### config.mk
export PLATFORM = sky130hd
export DESIGN_NAME = ctc_core
export DESIGN_NICKNAME = d
export VERILOG_FILES = /design/src/rtl/ctc_pkg.sv /design/src/rtl/ctc_core.sv
export SDC_FILE = /design/constraint.sdc
export NUM_CORES = 1
export LEC_CHECK = 0
export ABC_AREA = 1
export BUFFER_PORTS_ARGS = -buffer_cell sky130_fd_sc_hd__buf_2
export CORE_MARGIN = 1
export CORE_UTILIZATION = 45
export DETAILED_ROUTE_END_ITERATION = 12
export PLACE_DENSITY_LB_ADDON = 0.3
export SKIP_CTS_REPAIR_TIMING = 1
export SYNTH_ARGS = -nofsm -noshare
export SYNTH_HDL_FRONTEND = slang
export SYNTH_SLANG_ARGS = --single-unit
export TNS_END_PERCENT = 10
### constraint.sdc
create_clock -name clk_in -period 2.4 [get_ports clk_in]
set_clock_uncertainty 0.15 [all_clocks]
set_input_delay 0.48 -clock clk_in [delete_from_list [all_inputs] [get_ports clk_in]]
set_output_delay 0.48 -clock clk_in [all_outputs]
set_load 0.005 [all_outputs]
### src/rtl/ctc_pkg.sv
// Package of constants and types for the control timer counter core
package ctc_pkg;
    // ------------------------------------------------------------
    // Event action codes
    // ------------------------------------------------------------
    localparam logic [2:0] CTC_ACT_OFF = 3'h0;
    localparam logic [2:0] CTC_ACT_RESTART = 3'h1;
    localparam logic [2:0] CTC_ACT_DIR = 3'h2;
    localparam logic [2:0] CTC_ACT_STOP = 3'h3;
    localparam logic [2:0] CTC_ACT_START = 3'h3;
    localparam logic [2:0] CTC_ACT_STEP = 3'h4;
    localparam logic [2:0] CTC_ACT_COUNT = 3'h5;
    localparam logic [2:0] CTC_ACT_FAULT = 3'h7;
    // ------------------------------------------------------------
    // Command codes and reset values
    // ------------------------------------------------------------
    localparam logic [1:0] CTC_CMD_NONE = 2'h0;
    localparam logic [1:0] CTC_CMD_RESTART = 2'h1;
    localparam logic [1:0] CTC_CMD_STOP = 2'h2;
    localparam logic [2:0] CTC_DIV_RST = 3'h0;
    localparam logic [1:0] CTC_SYNC_RST = 2'h0;
    localparam logic [1:0] CTC_SYNC_SRC = 2'h0;
    localparam logic [1:0] CTC_SYNC_DIV = 2'h1;
    localparam int CTC_MAX_DIV_SHIFT = 10;
    localparam logic [9:0] CTC_PRE_RST = 10'h000;
    // Divider terminal counts for divide codes 7 down to 0
    localparam logic [7:0][9:0] CTC_PRE_LIM = {10'h3ff, 10'h0ff, 10'h03f,
        10'h00f, 10'h007, 10'h003, 10'h001, 10'h000};
    // ------------------------------------------------------------
    // Run state
    // ------------------------------------------------------------
    typedef enum logic [1:0] {
        CTC_STOPPED = 2'b01,
        CTC_RUNNING = 2'b10
    } ctc_state_t;
endpackage

### src/rtl/ctc_core.sv
// Counter core of the control timer unit
// Summary of operation
// - Protected fields ignore writes while enabled
// - Control A protected fields accepted only with enable-set write; event control fields with any write while disabled
// - Enable bit on/off; soft reset clears all
// - Prescaler divides 1 to 1024, bypassed counting
// - Update on source or prescaled clock
// - Count per tick, direction bit selects
// - Top wraps to zero, zero reloads top
// - Single run halts at wrap
// - Counter write beats count; direction changeable
// - Restart value zero up, top down; start from stop keeps count
// - Command stop halts counter
// - Action b stop code pauses counter
// - Restart while running reloads or clears, sets flag
// - Restart action: first event starts counter
// - Start action: event starts stopped counter
// - Count action steps by direction
// - Direction action: event level sets direction
// - Step action: line a up, b down
// - Fault action stops, forces channel outputs
// - Actions off: enabling starts counter
// - Top from period or channel zero
`timescale 1ns/1ns
module ctc_core
    import ctc_pkg::*;
#(
    parameter int WIDTH = 16,
    parameter int CHANNELS = 4
) (
    input wire logic clk_in,
    input wire logic rst_n_in,
    // Control A write port
    input wire logic ctla_we_in,
    input wire logic enable_wdata_in,
    input wire logic soft_reset_bit_in,
    input wire logic [2:0] divide_sel_in,
    input wire logic [1:0] divide_sync_field_in,
    // Event control and driver control write port
    input wire logic cfg_we_in,
    input wire logic [2:0] event_action_a_in,
    input wire logic [2:0] event_action_b_in,
    input wire logic restart_event_out_bit_in,
    input wire logic top_from_cc0_in,
    input wire logic [CHANNELS-1:0] fault_force_enable_bits_in,
    input wire logic [CHANNELS-1:0] fault_force_value_bits_in,
    // Control B set / clear strobes
    input wire logic [1:0] cmd_in,
    input wire logic dir_set_in,
    input wire logic dir_clr_in,
    input wire logic single_run_set_in,
    input wire logic single_run_clr_in,
    // Counter and top values
    input wire logic count_we_in,
    input wire logic [WIDTH-1:0] count_wdata_in,
    input wire logic [WIDTH-1:0] period_in,
    input wire logic [WIDTH-1:0] cc0_in,
    input wire logic [CHANNELS-1:0] channel_wave_in,
    // Events, one-cycle pulses (line b level for direction)
    input wire logic event_line_a_in,
    input wire logic event_line_b_in,
    // Flag clear, write one to clear
    input wire logic wrap_flag_clr_in,
    input wire logic restart_flag_clr_in,
    output logic enable_out,
    output logic running_out,
    output logic dir_out,
    output logic [WIDTH-1:0] count_out,
    output logic wrap_flag_out,
    output logic restart_flag_out,
    output logic restart_event_out,
    output logic [CHANNELS-1:0] channel_out
);
    // ------------------------------------------------------------
    // Configuration
    // ------------------------------------------------------------
    logic enable_reg;
    logic [2:0] divide_reg;
    logic [1:0] sync_reg;
    logic [2:0] act_a_reg;
    logic [2:0] act_b_reg;
    logic trg_eo_reg;
    logic top_cc0_reg;
    logic [CHANNELS-1:0] nre_reg;
    logic [CHANNELS-1:0] nrv_reg;
    logic dir_reg;
    logic single_reg;
    logic fault_reg;
    logic [WIDTH-1:0] count_reg;
    logic wrap_reg;
    logic trg_reg;
    logic trg_ev_reg;
    logic [9:0] pre_reg;
    ctc_state_t state_reg;
    logic srst;
    logic prot_ok;
    assign srst = !rst_n_in || (ctla_we_in && soft_reset_bit_in);
    // Protected writes allowed only while disabled and with the enable bit set
    assign prot_ok = !enable_reg && (!ctla_we_in || enable_wdata_in);

    // Control A
    always_ff @(posedge clk_in) begin
        if (srst) begin
            enable_reg <= 1'b0;
            divide_reg <= CTC_DIV_RST;
            sync_reg <= CTC_SYNC_RST;
        end else if (ctla_we_in) begin
            enable_reg <= enable_wdata_in;
            if (prot_ok) begin
                divide_reg <= divide_sel_in;
                sync_reg <= divide_sync_field_in;
            end
        end
    end

    // Event and driver control, enable-protected
    always_ff @(posedge clk_in) begin
        if (srst) begin
            act_a_reg <= CTC_ACT_OFF;
            act_b_reg <= CTC_ACT_OFF;
            trg_eo_reg <= 1'b0;
            top_cc0_reg <= 1'b0;
            nre_reg <= '0;
            nrv_reg <= '0;
        end else if (cfg_we_in && !enable_reg) begin
            act_a_reg <= event_action_a_in;
            act_b_reg <= event_action_b_in;
            trg_eo_reg <= restart_event_out_bit_in;
            top_cc0_reg <= top_from_cc0_in;
            nre_reg <= fault_force_enable_bits_in;
            nrv_reg <= fault_force_value_bits_in;
        end
    end
    // ------------------------------------------------------------
    // Event decode
    // ------------------------------------------------------------
    logic [WIDTH-1:0] top;
    logic ev_restart, ev_start, ev_stop, ev_fault, ev_count;
    logic ev_inc, ev_dec, events_off, cmd_restart, cmd_stop;
    logic bypass;
    assign top = top_cc0_reg ? cc0_in : period_in;
    assign ev_restart = (event_line_a_in && act_a_reg == CTC_ACT_RESTART)
        || (event_line_b_in && act_b_reg == CTC_ACT_RESTART);
    assign ev_start = event_line_a_in && act_a_reg == CTC_ACT_START;
    assign ev_stop = event_line_b_in && act_b_reg == CTC_ACT_STOP;
    assign ev_fault = (event_line_a_in && act_a_reg == CTC_ACT_FAULT)
        || (event_line_b_in && act_b_reg == CTC_ACT_FAULT);
    assign ev_count = event_line_a_in && act_a_reg == CTC_ACT_COUNT;
    assign ev_inc = event_line_a_in && act_a_reg == CTC_ACT_STEP;
    assign ev_dec = event_line_b_in && act_b_reg == CTC_ACT_STEP;
    assign bypass = act_a_reg == CTC_ACT_COUNT
        || act_a_reg == CTC_ACT_STEP || act_b_reg == CTC_ACT_STEP;
    assign events_off = act_a_reg != CTC_ACT_RESTART
        && act_a_reg != CTC_ACT_START && act_b_reg != CTC_ACT_RESTART;
    assign cmd_restart = cmd_in == CTC_CMD_RESTART;
    assign cmd_stop = cmd_in == CTC_CMD_STOP;
    // ------------------------------------------------------------
    // Prescaler
    // ------------------------------------------------------------
    logic [9:0] pre_lim;
    logic pre_tick;
    logic tick;
    assign pre_lim = CTC_PRE_LIM[divide_reg];
    assign pre_tick = (pre_reg == pre_lim);

    // Divider counter; restart resets it in source-sync mode
    always_ff @(posedge clk_in) begin
        if (srst || !enable_reg || state_reg != CTC_RUNNING) begin
            pre_reg <= CTC_PRE_RST;
        end else if (pre_tick || ((cmd_restart || ev_restart)
                     && sync_reg == CTC_SYNC_SRC)) begin
            pre_reg <= CTC_PRE_RST;
        end else begin
            pre_reg <= pre_reg + 10'h001;
        end
    end

    // Count tick takes event ticks in bypass, else prescaler ticks
    assign tick = state_reg == CTC_RUNNING
        && (bypass ? (ev_count || ev_inc || ev_dec) : pre_tick);
    // ------------------------------------------------------------
    // Run state
    // ------------------------------------------------------------
    logic do_restart, wrap_now, cur_dir, up_step;
    assign do_restart = enable_reg && (cmd_restart || ev_restart
        || (ev_start && state_reg == CTC_STOPPED));
    assign cur_dir = (act_b_reg == CTC_ACT_DIR) ? event_line_b_in : dir_reg;
    assign up_step = ev_inc ? 1'b1 : ev_dec ? 1'b0 : !cur_dir;
    assign wrap_now = tick && (up_step ? count_reg == top
        : count_reg == '0);

    always_ff @(posedge clk_in) begin
        if (srst || !enable_reg) begin
            state_reg <= CTC_STOPPED;
        end else begin
            case (state_reg)
                CTC_STOPPED: begin
                    if (fault_reg || ev_fault || cmd_stop || ev_stop) begin
                        state_reg <= CTC_STOPPED;
                    end else if (do_restart) begin
                        state_reg <= CTC_RUNNING;
                    end
                end
                CTC_RUNNING: begin
                    if (cmd_stop || ev_stop || ev_fault) begin
                        state_reg <= CTC_STOPPED;
                    end else if (wrap_now && single_reg
                                 && !do_restart) begin
                        state_reg <= CTC_STOPPED;
                    end
                end
                default: state_reg <= CTC_STOPPED;
            endcase
        end
        // Enabling with actions off starts at once
        if (!srst && ctla_we_in && enable_wdata_in && !enable_reg
            && events_off) begin
            state_reg <= CTC_RUNNING;
        end
    end

    // Fault latch holds channel override until disable
    always_ff @(posedge clk_in) begin
        if (srst || !enable_reg) begin
            fault_reg <= 1'b0;
        end else if (ev_fault) begin
            fault_reg <= 1'b1;
        end
    end

    // Control B bits: direction and single run
    always_ff @(posedge clk_in) begin
        if (srst) begin
            dir_reg <= 1'b0;
            single_reg <= 1'b0;
        end else begin
            if (act_b_reg == CTC_ACT_DIR && enable_reg) begin
                dir_reg <= event_line_b_in;
            end else if (dir_set_in) begin
                dir_reg <= 1'b1;
            end else if (dir_clr_in) begin
                dir_reg <= 1'b0;
            end
            if (single_run_set_in) begin
                single_reg <= 1'b1;
            end else if (single_run_clr_in) begin
                single_reg <= 1'b0;
            end
        end
    end
    // ------------------------------------------------------------
    // Counter
    // ------------------------------------------------------------
    always_ff @(posedge clk_in) begin
        if (srst) begin
            count_reg <= '0;
        end else if (count_we_in) begin
            count_reg <= count_wdata_in;
        end else if (do_restart && state_reg == CTC_RUNNING) begin
            count_reg <= cur_dir ? top : '0;
        end else if (tick) begin
            if (wrap_now) begin
                count_reg <= up_step ? '0 : top;
            end else if (up_step) begin
                count_reg <= count_reg + 1'b1;
            end else begin
                count_reg <= count_reg - 1'b1;
            end
        end
    end

    // Flags: hardware set wins over software clear
    always_ff @(posedge clk_in) begin
        if (srst) begin
            wrap_reg <= 1'b0;
            trg_reg <= 1'b0;
            trg_ev_reg <= 1'b0;
        end else begin
            wrap_reg <= wrap_now || (wrap_reg && !wrap_flag_clr_in);
            trg_reg <= (do_restart && state_reg == CTC_RUNNING)
                || (trg_reg && !restart_flag_clr_in);
            trg_ev_reg <= do_restart && state_reg == CTC_RUNNING
                && trg_eo_reg;
        end
    end

    // Channel override on fault
    genvar gi;
    generate
        for (gi = 0; gi < CHANNELS; gi++) begin : g_ch
            assign channel_out[gi] = (fault_reg && nre_reg[gi])
                ? nrv_reg[gi] : channel_wave_in[gi];
        end
    endgenerate

    assign enable_out = enable_reg;
    assign running_out = state_reg == CTC_RUNNING;
    assign dir_out = dir_reg;
    assign count_out = count_reg;
    assign wrap_flag_out = wrap_reg;
    assign restart_flag_out = trg_reg;
    assign restart_event_out = trg_ev_reg;
    // ------------------------------------------------------------
    // Assertions
    // ------------------------------------------------------------
    a_prot_hold: assert property (@(posedge clk_in) disable iff (!rst_n_in)
        enable_reg && !srst |=> $stable(act_a_reg))
        else $error("protected field changed while enabled");
    a_wrap_flag: assert property (@(posedge clk_in) disable iff (!rst_n_in)
        wrap_now && !srst |=> wrap_reg)
        else $error("wrap flag not set");
    a_wrap_clear: assert property (@(posedge clk_in) disable iff (!rst_n_in)
        wrap_now && up_step && !count_we_in && !do_restart && !srst
        |=> count_reg == '0)
        else $error("counter not cleared at top");
    a_write_wins: assert property (@(posedge clk_in) disable iff (!rst_n_in)
        count_we_in && !srst |=> count_reg == $past(count_wdata_in))
        else $error("counter write lost");
    a_cmd_stop: assert property (@(posedge clk_in) disable iff (!rst_n_in)
        running_out && cmd_stop && !srst |=> !running_out)
        else $error("stop command ignored");
    a_single_run: assert property (@(posedge clk_in) disable iff (!rst_n_in)
        running_out && wrap_now && single_reg && !do_restart && !srst
        |=> !running_out)
        else $error("single run did not halt");
    a_soft_reset: assert property (@(posedge clk_in) disable iff (!rst_n_in)
        srst |=> !enable_reg && count_reg == '0)
        else $error("soft reset incomplete");
    a_fault_out: assert property (@(posedge clk_in) disable iff (!rst_n_in)
        ev_fault && enable_reg && !srst |=> !running_out && fault_reg)
        else $error("fault action missed");
    c_wrap: cover property (@(posedge clk_in) wrap_now);
    c_restart: cover property (@(posedge clk_in) do_restart && running_out);
    c_fault: cover property (@(posedge clk_in) ev_fault && enable_reg);
endmodule

* Yosys cells after proc, flatten, opt, wreduce, memory -nomap -nowiden *
Memory sizes are Yosys's and may differ from the RTL's. A register that Yosys moved wholly into a read port is not among the register bits.
Cells that the tools add are included.

word-level totals
  memories = 1
  input bits = 90
  flip-flop bits (word level) = 56
  bits in latches = 0
  output and inout port bits = 26
  bits in writable memories = 0
  bits in read-only memories = 80

memory list
  name             words  bits a word  read ports  clocked after Yosys merged registers in  write ports  RTL line         source
  (no name shown)  8      10           1           1                                        0            ctc_core.sv:163  assign pre_lim = CTC_PRE_LIM[divide_reg];

operators by class
  shift-type cells = 0
  add/sub/neg operators = 3
  multiply operators = 0
  multiplexer cells = 31
  reduce and logical (&&, ||, !) cells = 70
  bitwise operators = 0
  equal/unequal tests = 22
  div/mod/pow operators = 0
  $lt $le $gt $ge = 1

operator list
  kind                   count
  $mux 16                8
  $logic_and 1x1->1      34
  $logic_or 1x1->1       20
  $add 16x1->16 const B  1
  $eq 16x16->1           1
  $logic_not 16->1       1
  $sub 16x1->16 const B  1
  $eq 3x3->1 const B     5
  $mux 1                 14
  $add 10x1->10 const B  1
  $eq 10x10->1           1
  $mux 10                1
  $mux 2                 5
  $eq 3x2->1 const B     3
  $logic_not 1->1        8
  $eq 3x1->1 const B     2
  $mux 3                 2
  $ne 3x1->1 const B     2
  $reduce_bool 3->1      2
  $eq 2x1->1 const B     2
  $eq 2x2->1 const B     2
  $lt 3x4->1 const B     1
  $ne 4x1->1 const B     1
  $ne 4x2->1 const B     1
  7 further kinds        8

* Logic depth before layout (Yosys ltp) *
  word-level depth = 13
  mapped depth = 20
  gate-level depth less buffers = 20

* Least setup slack after synthesis *
No wires, ideal clock.

  kind = in2reg
  from = in event_line_b_in
  to = reg count_reg[8] (netlist: count_out[8])
  arrival = 1.956 ns
  required time = 2.180 ns
  cell stages on the path = 20
  setup slack = 0.224 ns
  cells stage by stage = inv_1 nor2_2 nand2_2 nand3_4 nand2_4 nand2_1 nand2_1 inv_1 ha_1 inv_1 nand2_1 nand2_1 nand2_1 nand2_1 o21ai_0 nand3_1 nand3_1 nand2_1 nand2_1 a21oi_1

on the way
  cells in the longest elaborated chain, start to end = 10

RTL lines
  item                    RTL line         source
  start: declaration      ctc_core.sv:61   input wire logic event_line_b_in,
  $mux 1                  ctc_core.sv:187  assign cur_dir = (act_b_reg == CTC_ACT_DIR) ? event_line_b_in : dir_reg;
  $logic_not 1->1         ctc_core.sv:188  assign up_step = ev_inc ? 1'b1 : ev_dec ? 1'b0 : !cur_dir;
  $mux 1 (2 in a row)     ctc_core.sv:188
  $mux 1                  ctc_core.sv:189  assign wrap_now = tick && (up_step ? count_reg == top
  $logic_and 1x1->1       ctc_core.sv:189
  $mux 16                 ctc_core.sv:262  if (wrap_now) begin
  $mux 16                 ctc_core.sv:261  end else if (tick) begin
  $mux 16                 ctc_core.sv:259  end else if (do_restart && state_reg == CTC_RUNNING) begin
  $mux 16                 ctc_core.sv:257  end else if (count_we_in) begin
  end signal: assignment  ctc_core.sv:258  count_reg <= count_wdata_in;
  end signal: assignment  ctc_core.sv:260  count_reg <= cur_dir ? top : '0;
  end signal: assignment  ctc_core.sv:263  count_reg <= up_step ? '0 : top;
  end: declaration        ctc_core.sv:89   logic [WIDTH-1:0] count_reg;

Parallel ways exist; a longest one is shown, timed or not. The select of a mux whose other input is x is not followed.
A chain may end at the register's enable or synchronous reset.

* Worst setup path after layout *
  from = reg act_b_reg[1]
  to = reg count_reg[15] (netlist: count_out[15])

on the way
  cells in the longest elaborated chain, start to end = 11

RTL lines
  item                      RTL line         source
  start: declaration        ctc_core.sv:81   logic [2:0] act_b_reg;
  start signal: assignment  ctc_core.sv:127  act_b_reg <= event_action_b_in;
  $eq 3x2->1                ctc_core.sv:187
  $mux 1                    ctc_core.sv:187
  $logic_not 1->1           ctc_core.sv:188
  $mux 1 (2 in a row)       ctc_core.sv:188
  $mux 1                    ctc_core.sv:189
  $logic_and 1x1->1         ctc_core.sv:189
  $mux 16                   ctc_core.sv:262
  $mux 16                   ctc_core.sv:261
  $mux 16                   ctc_core.sv:259
  $mux 16                   ctc_core.sv:257

Parallel ways exist; a longest one is shown, timed or not. The select of a mux whose other input is x is not followed.

==> impl_results.md <==
- CP Data Required Time: 2.56 ns
- Syn Area/Cell: 6.50 µm²
- Share of cells above drive strength 1: 33.3%
- Commonest cells in the netlist: 157 x nand2_1, 94 x inv_1, 69 x nor2_1
- Total grt overflow: 0
- P&R area growth vs syn: 34.0%
- Crit path from: act_b_reg[1]
- TNS Setup: 0 ns
- CTS root buf: clkbuf_8
- Worst VDD drop: 341 µV
- Worst-path maximum fanout: 9
- Antenna Violating Nets Remaining: 0
- Largest register FFs: 16
- Reg2Reg Setup Slack: 0.07 ns
- CTS Sinks: 63
- Gp weighted congestion: 0.910
- Initial antenna violation count: 0
- Placed standard-cell area: 0.00575 mm²
- Most used DFF post-synth: dfxtp_1
- Drt total wl: 14500 µm
- Count of flip-flops with a built-in enable after synthesis: 0
- Number of DRC markers in iteration 0: 390
- Crit path buf inv count: 2
- DP Worst Slack: -0.136 ns
- Finish-stage setup viols: 0
- Netlist cell types: 49
- Die H: 103 µm
- Core Footprint: 0.00986 mm²
- CP endpoint kind: flip-flop
- FF+latch area: 0.00127 mm²
- GRT Total Usage: 27.4%
- Drc violations: 0
- Worst slew pin tran: 0.739 ns
- Setup crit end: count_out[15]
- Top cells by area, synth: dfxtp_1 27%, nand2_1 13%, inv_1 7.6%
- Largest net degree at the start of global routing: 34
- Number of fill cells: 901
- First-pass GRT wire length: 22300 µm
- Status: completed
- R2R cell count: 16
- Row count: 36
- Clk_lat worst skew: 0.38 ns
- Max Freq: 429 MHz
- Post-synthesis sequential area ratio: 27.2%
- H-Tree Depth: 3
- Final period util: 97.0%
- Fraction of registers with async set/reset: 0%
- Fin cells: 1025
- CP Launch Type: flip-flop
- Clock Pin Slew Worst Setup and Hold Paths: 0.08 ns
- Critical path's slowest cell: dfxtp_4
- Diode count: 0
- Stages on the worst setup path: 16
- Leakage power: 3.02 nW
- Post-layout min period: 2.33 ns
- Post-synth top area share: 27.2%
- Critical R2R Launch: act_b_reg[1]
- CP cell instances: nor2_4 -> nand3_2 -> nand3_4 -> nand2_8 -> buf_4 -> clkbuf_16 -> xor2_1 -> nor2_1 -> nand2_1 -> nor2_1 -> nand2_1 -> nand3_1 -> nand3_2 -> nand2_1 -> nand2_1 -> a21oi_2
- CP Class: reg -> reg
- Design Area, Final: 0.00621 mm²
- Starting Density: 47.0%
- Post-Syn Instances: 713
- Fin worst setup slack: 0.0713 ns
- Final hold viol count: 0
- Die area: 0.0107 mm²
- Fin util: 63.0%
- IO Port Bufs: 115
- CTS tree: done
- Max cap viols: 0
- TritonCTS Buffers: 9
- Boundary Pins: 116
- CP most frequent cell: nand2_1
- Worst Path Arrival: 2.49 ns
- Clock buffer depth: 2
- Sw power: 1.13 mW
- DRT Pass-1 Iters: 5
- Clock share of power: 32.4%
- RSZ-0062 raised after global routing: yes
- Reg power frac: 34.8%
- Pwr Density: 537 mW/mm²
- FF+latch count, synth: 63
- Final Slew Violations: 0
- WL/cell: 14.2 µm
- Top delay family on crit path: simple AND/OR/NAND/NOR gates
- Dpl cells: 1001
- Count leader, synth: nand2_1
- P_int: 2.20 mW
- Synth area leader: dfxtp_1
- HP Class: in -> reg
- Post-DP HPWL: 11000 µm
- Combinational power share: 32.7%
- Vias in the first global route: 4723
- Worst r2r dst: count_out[15]
- YS warnings: 0
- Vias/cell: 5.19
- Slew headroom: 49.4%
- Switching share of total power: 34.0%
- Post-synthesis cell area: 0.00464 mm²
- Chip Width: 103 µm
- Layout Nets: 979
- Multi-input gate area: 0.00293 mm²
- Post-synth net total: 805
- Vias: 5320
- Slowest cell delay on critical path: 0.37 ns
cells by family after synthesis:
kind of cell    after synthesis  share of synthesized area [%]
simple gates                350                           35.7
compound gates              139                           18.4
flops                        63                           27.2
buf+inv                     128                           11.8
xor+xnor                     31                           6.42
fa+ha+maj                     2                          0.540
worst min-delay path by stage:
stage	start	slack (ns)	to	depth (start not counted)
6_report	single_run_set_in	0.17	single_reg	3
3_3_place_gp	trg_eo_reg	0.29	restart_event_out	2
2_1_floorplan	trg_eo_reg	0.27	restart_event_out	2
4_1_cts	single_run_set_in	0.16	single_reg	3
5_1_grt	single_run_set_in	0.19	single_reg	3
3_5_place_dp	sync_reg[0]	0.30	sync_reg[0]	2
cells in the final DEF (no fill, tap or decap), types with 19 or more instances in the layout:
cell type / n
nand3_1: 44
xor2_1: 19
a21oi_1: 30
inv_1: 92
nor2_1: 65
nand2_1: 150
buf_4: 66
dfxtp_1: 58
nand2_2: 25
buf_2: 115
o21ai_0: 42
worst reg2reg max path: cells and delay by family, from the launching register on:
kind            cells  cell delay (ns)
xor+xnor            1             0.14
flops               1             0.37
buf+inv             2             0.32
simple gates       12             1.19
compound gates      1             0.11
per-layer routing:
metal | global-route usage, % | vias to the layer above | wire, µm
li1 | - | 2671 | -
met1 | 37.2 | 2373 | 6400
met2 | 41.9 | 247 | 6570
met3 | 6.45 | 29 | 1250
met4 | 10.3 | 0 | 308
met5 | 0 | - | 0
final cells by class:
class / instances / share of cell area [%]
tap: 133 / 2.68
inverter: 103 / 6.31
sequential: 63 / 20.5
timing repair buffer: 188 / 19.7
clock buffer: 11 / 2.28
multi-input combinational: 522 / 47.1
clock inverter: 5 / 1.31
power groups by stage:
| stage | Combinational (mW) | Clock (mW) | Sequential (mW) |
|---|---|---|---|
| detailed placement | 0.987 | 0 | 1.18 |
| finish | 1.09 | 1.08 | 1.16 |
| CTS | 0.992 | 1.09 | 1.16 |
| global placement | 0.973 | 0 | 1.18 |
| floorplan | 0.626 | 0 | 1.17 |
| global route | 1.20 | 1.13 | 1.17 |
per-stage QoR:
step | hold slack [ns] | total power [mW]
finish | 0.168 | 3.34
global route | 0.191 | 3.50
CTS | 0.159 | 3.24
detailed placement | 0.301 | 2.17
global placement | 0.286 | 2.15
floorplan | 0.274 | 1.79
Power figures use the tool's default switching activity.
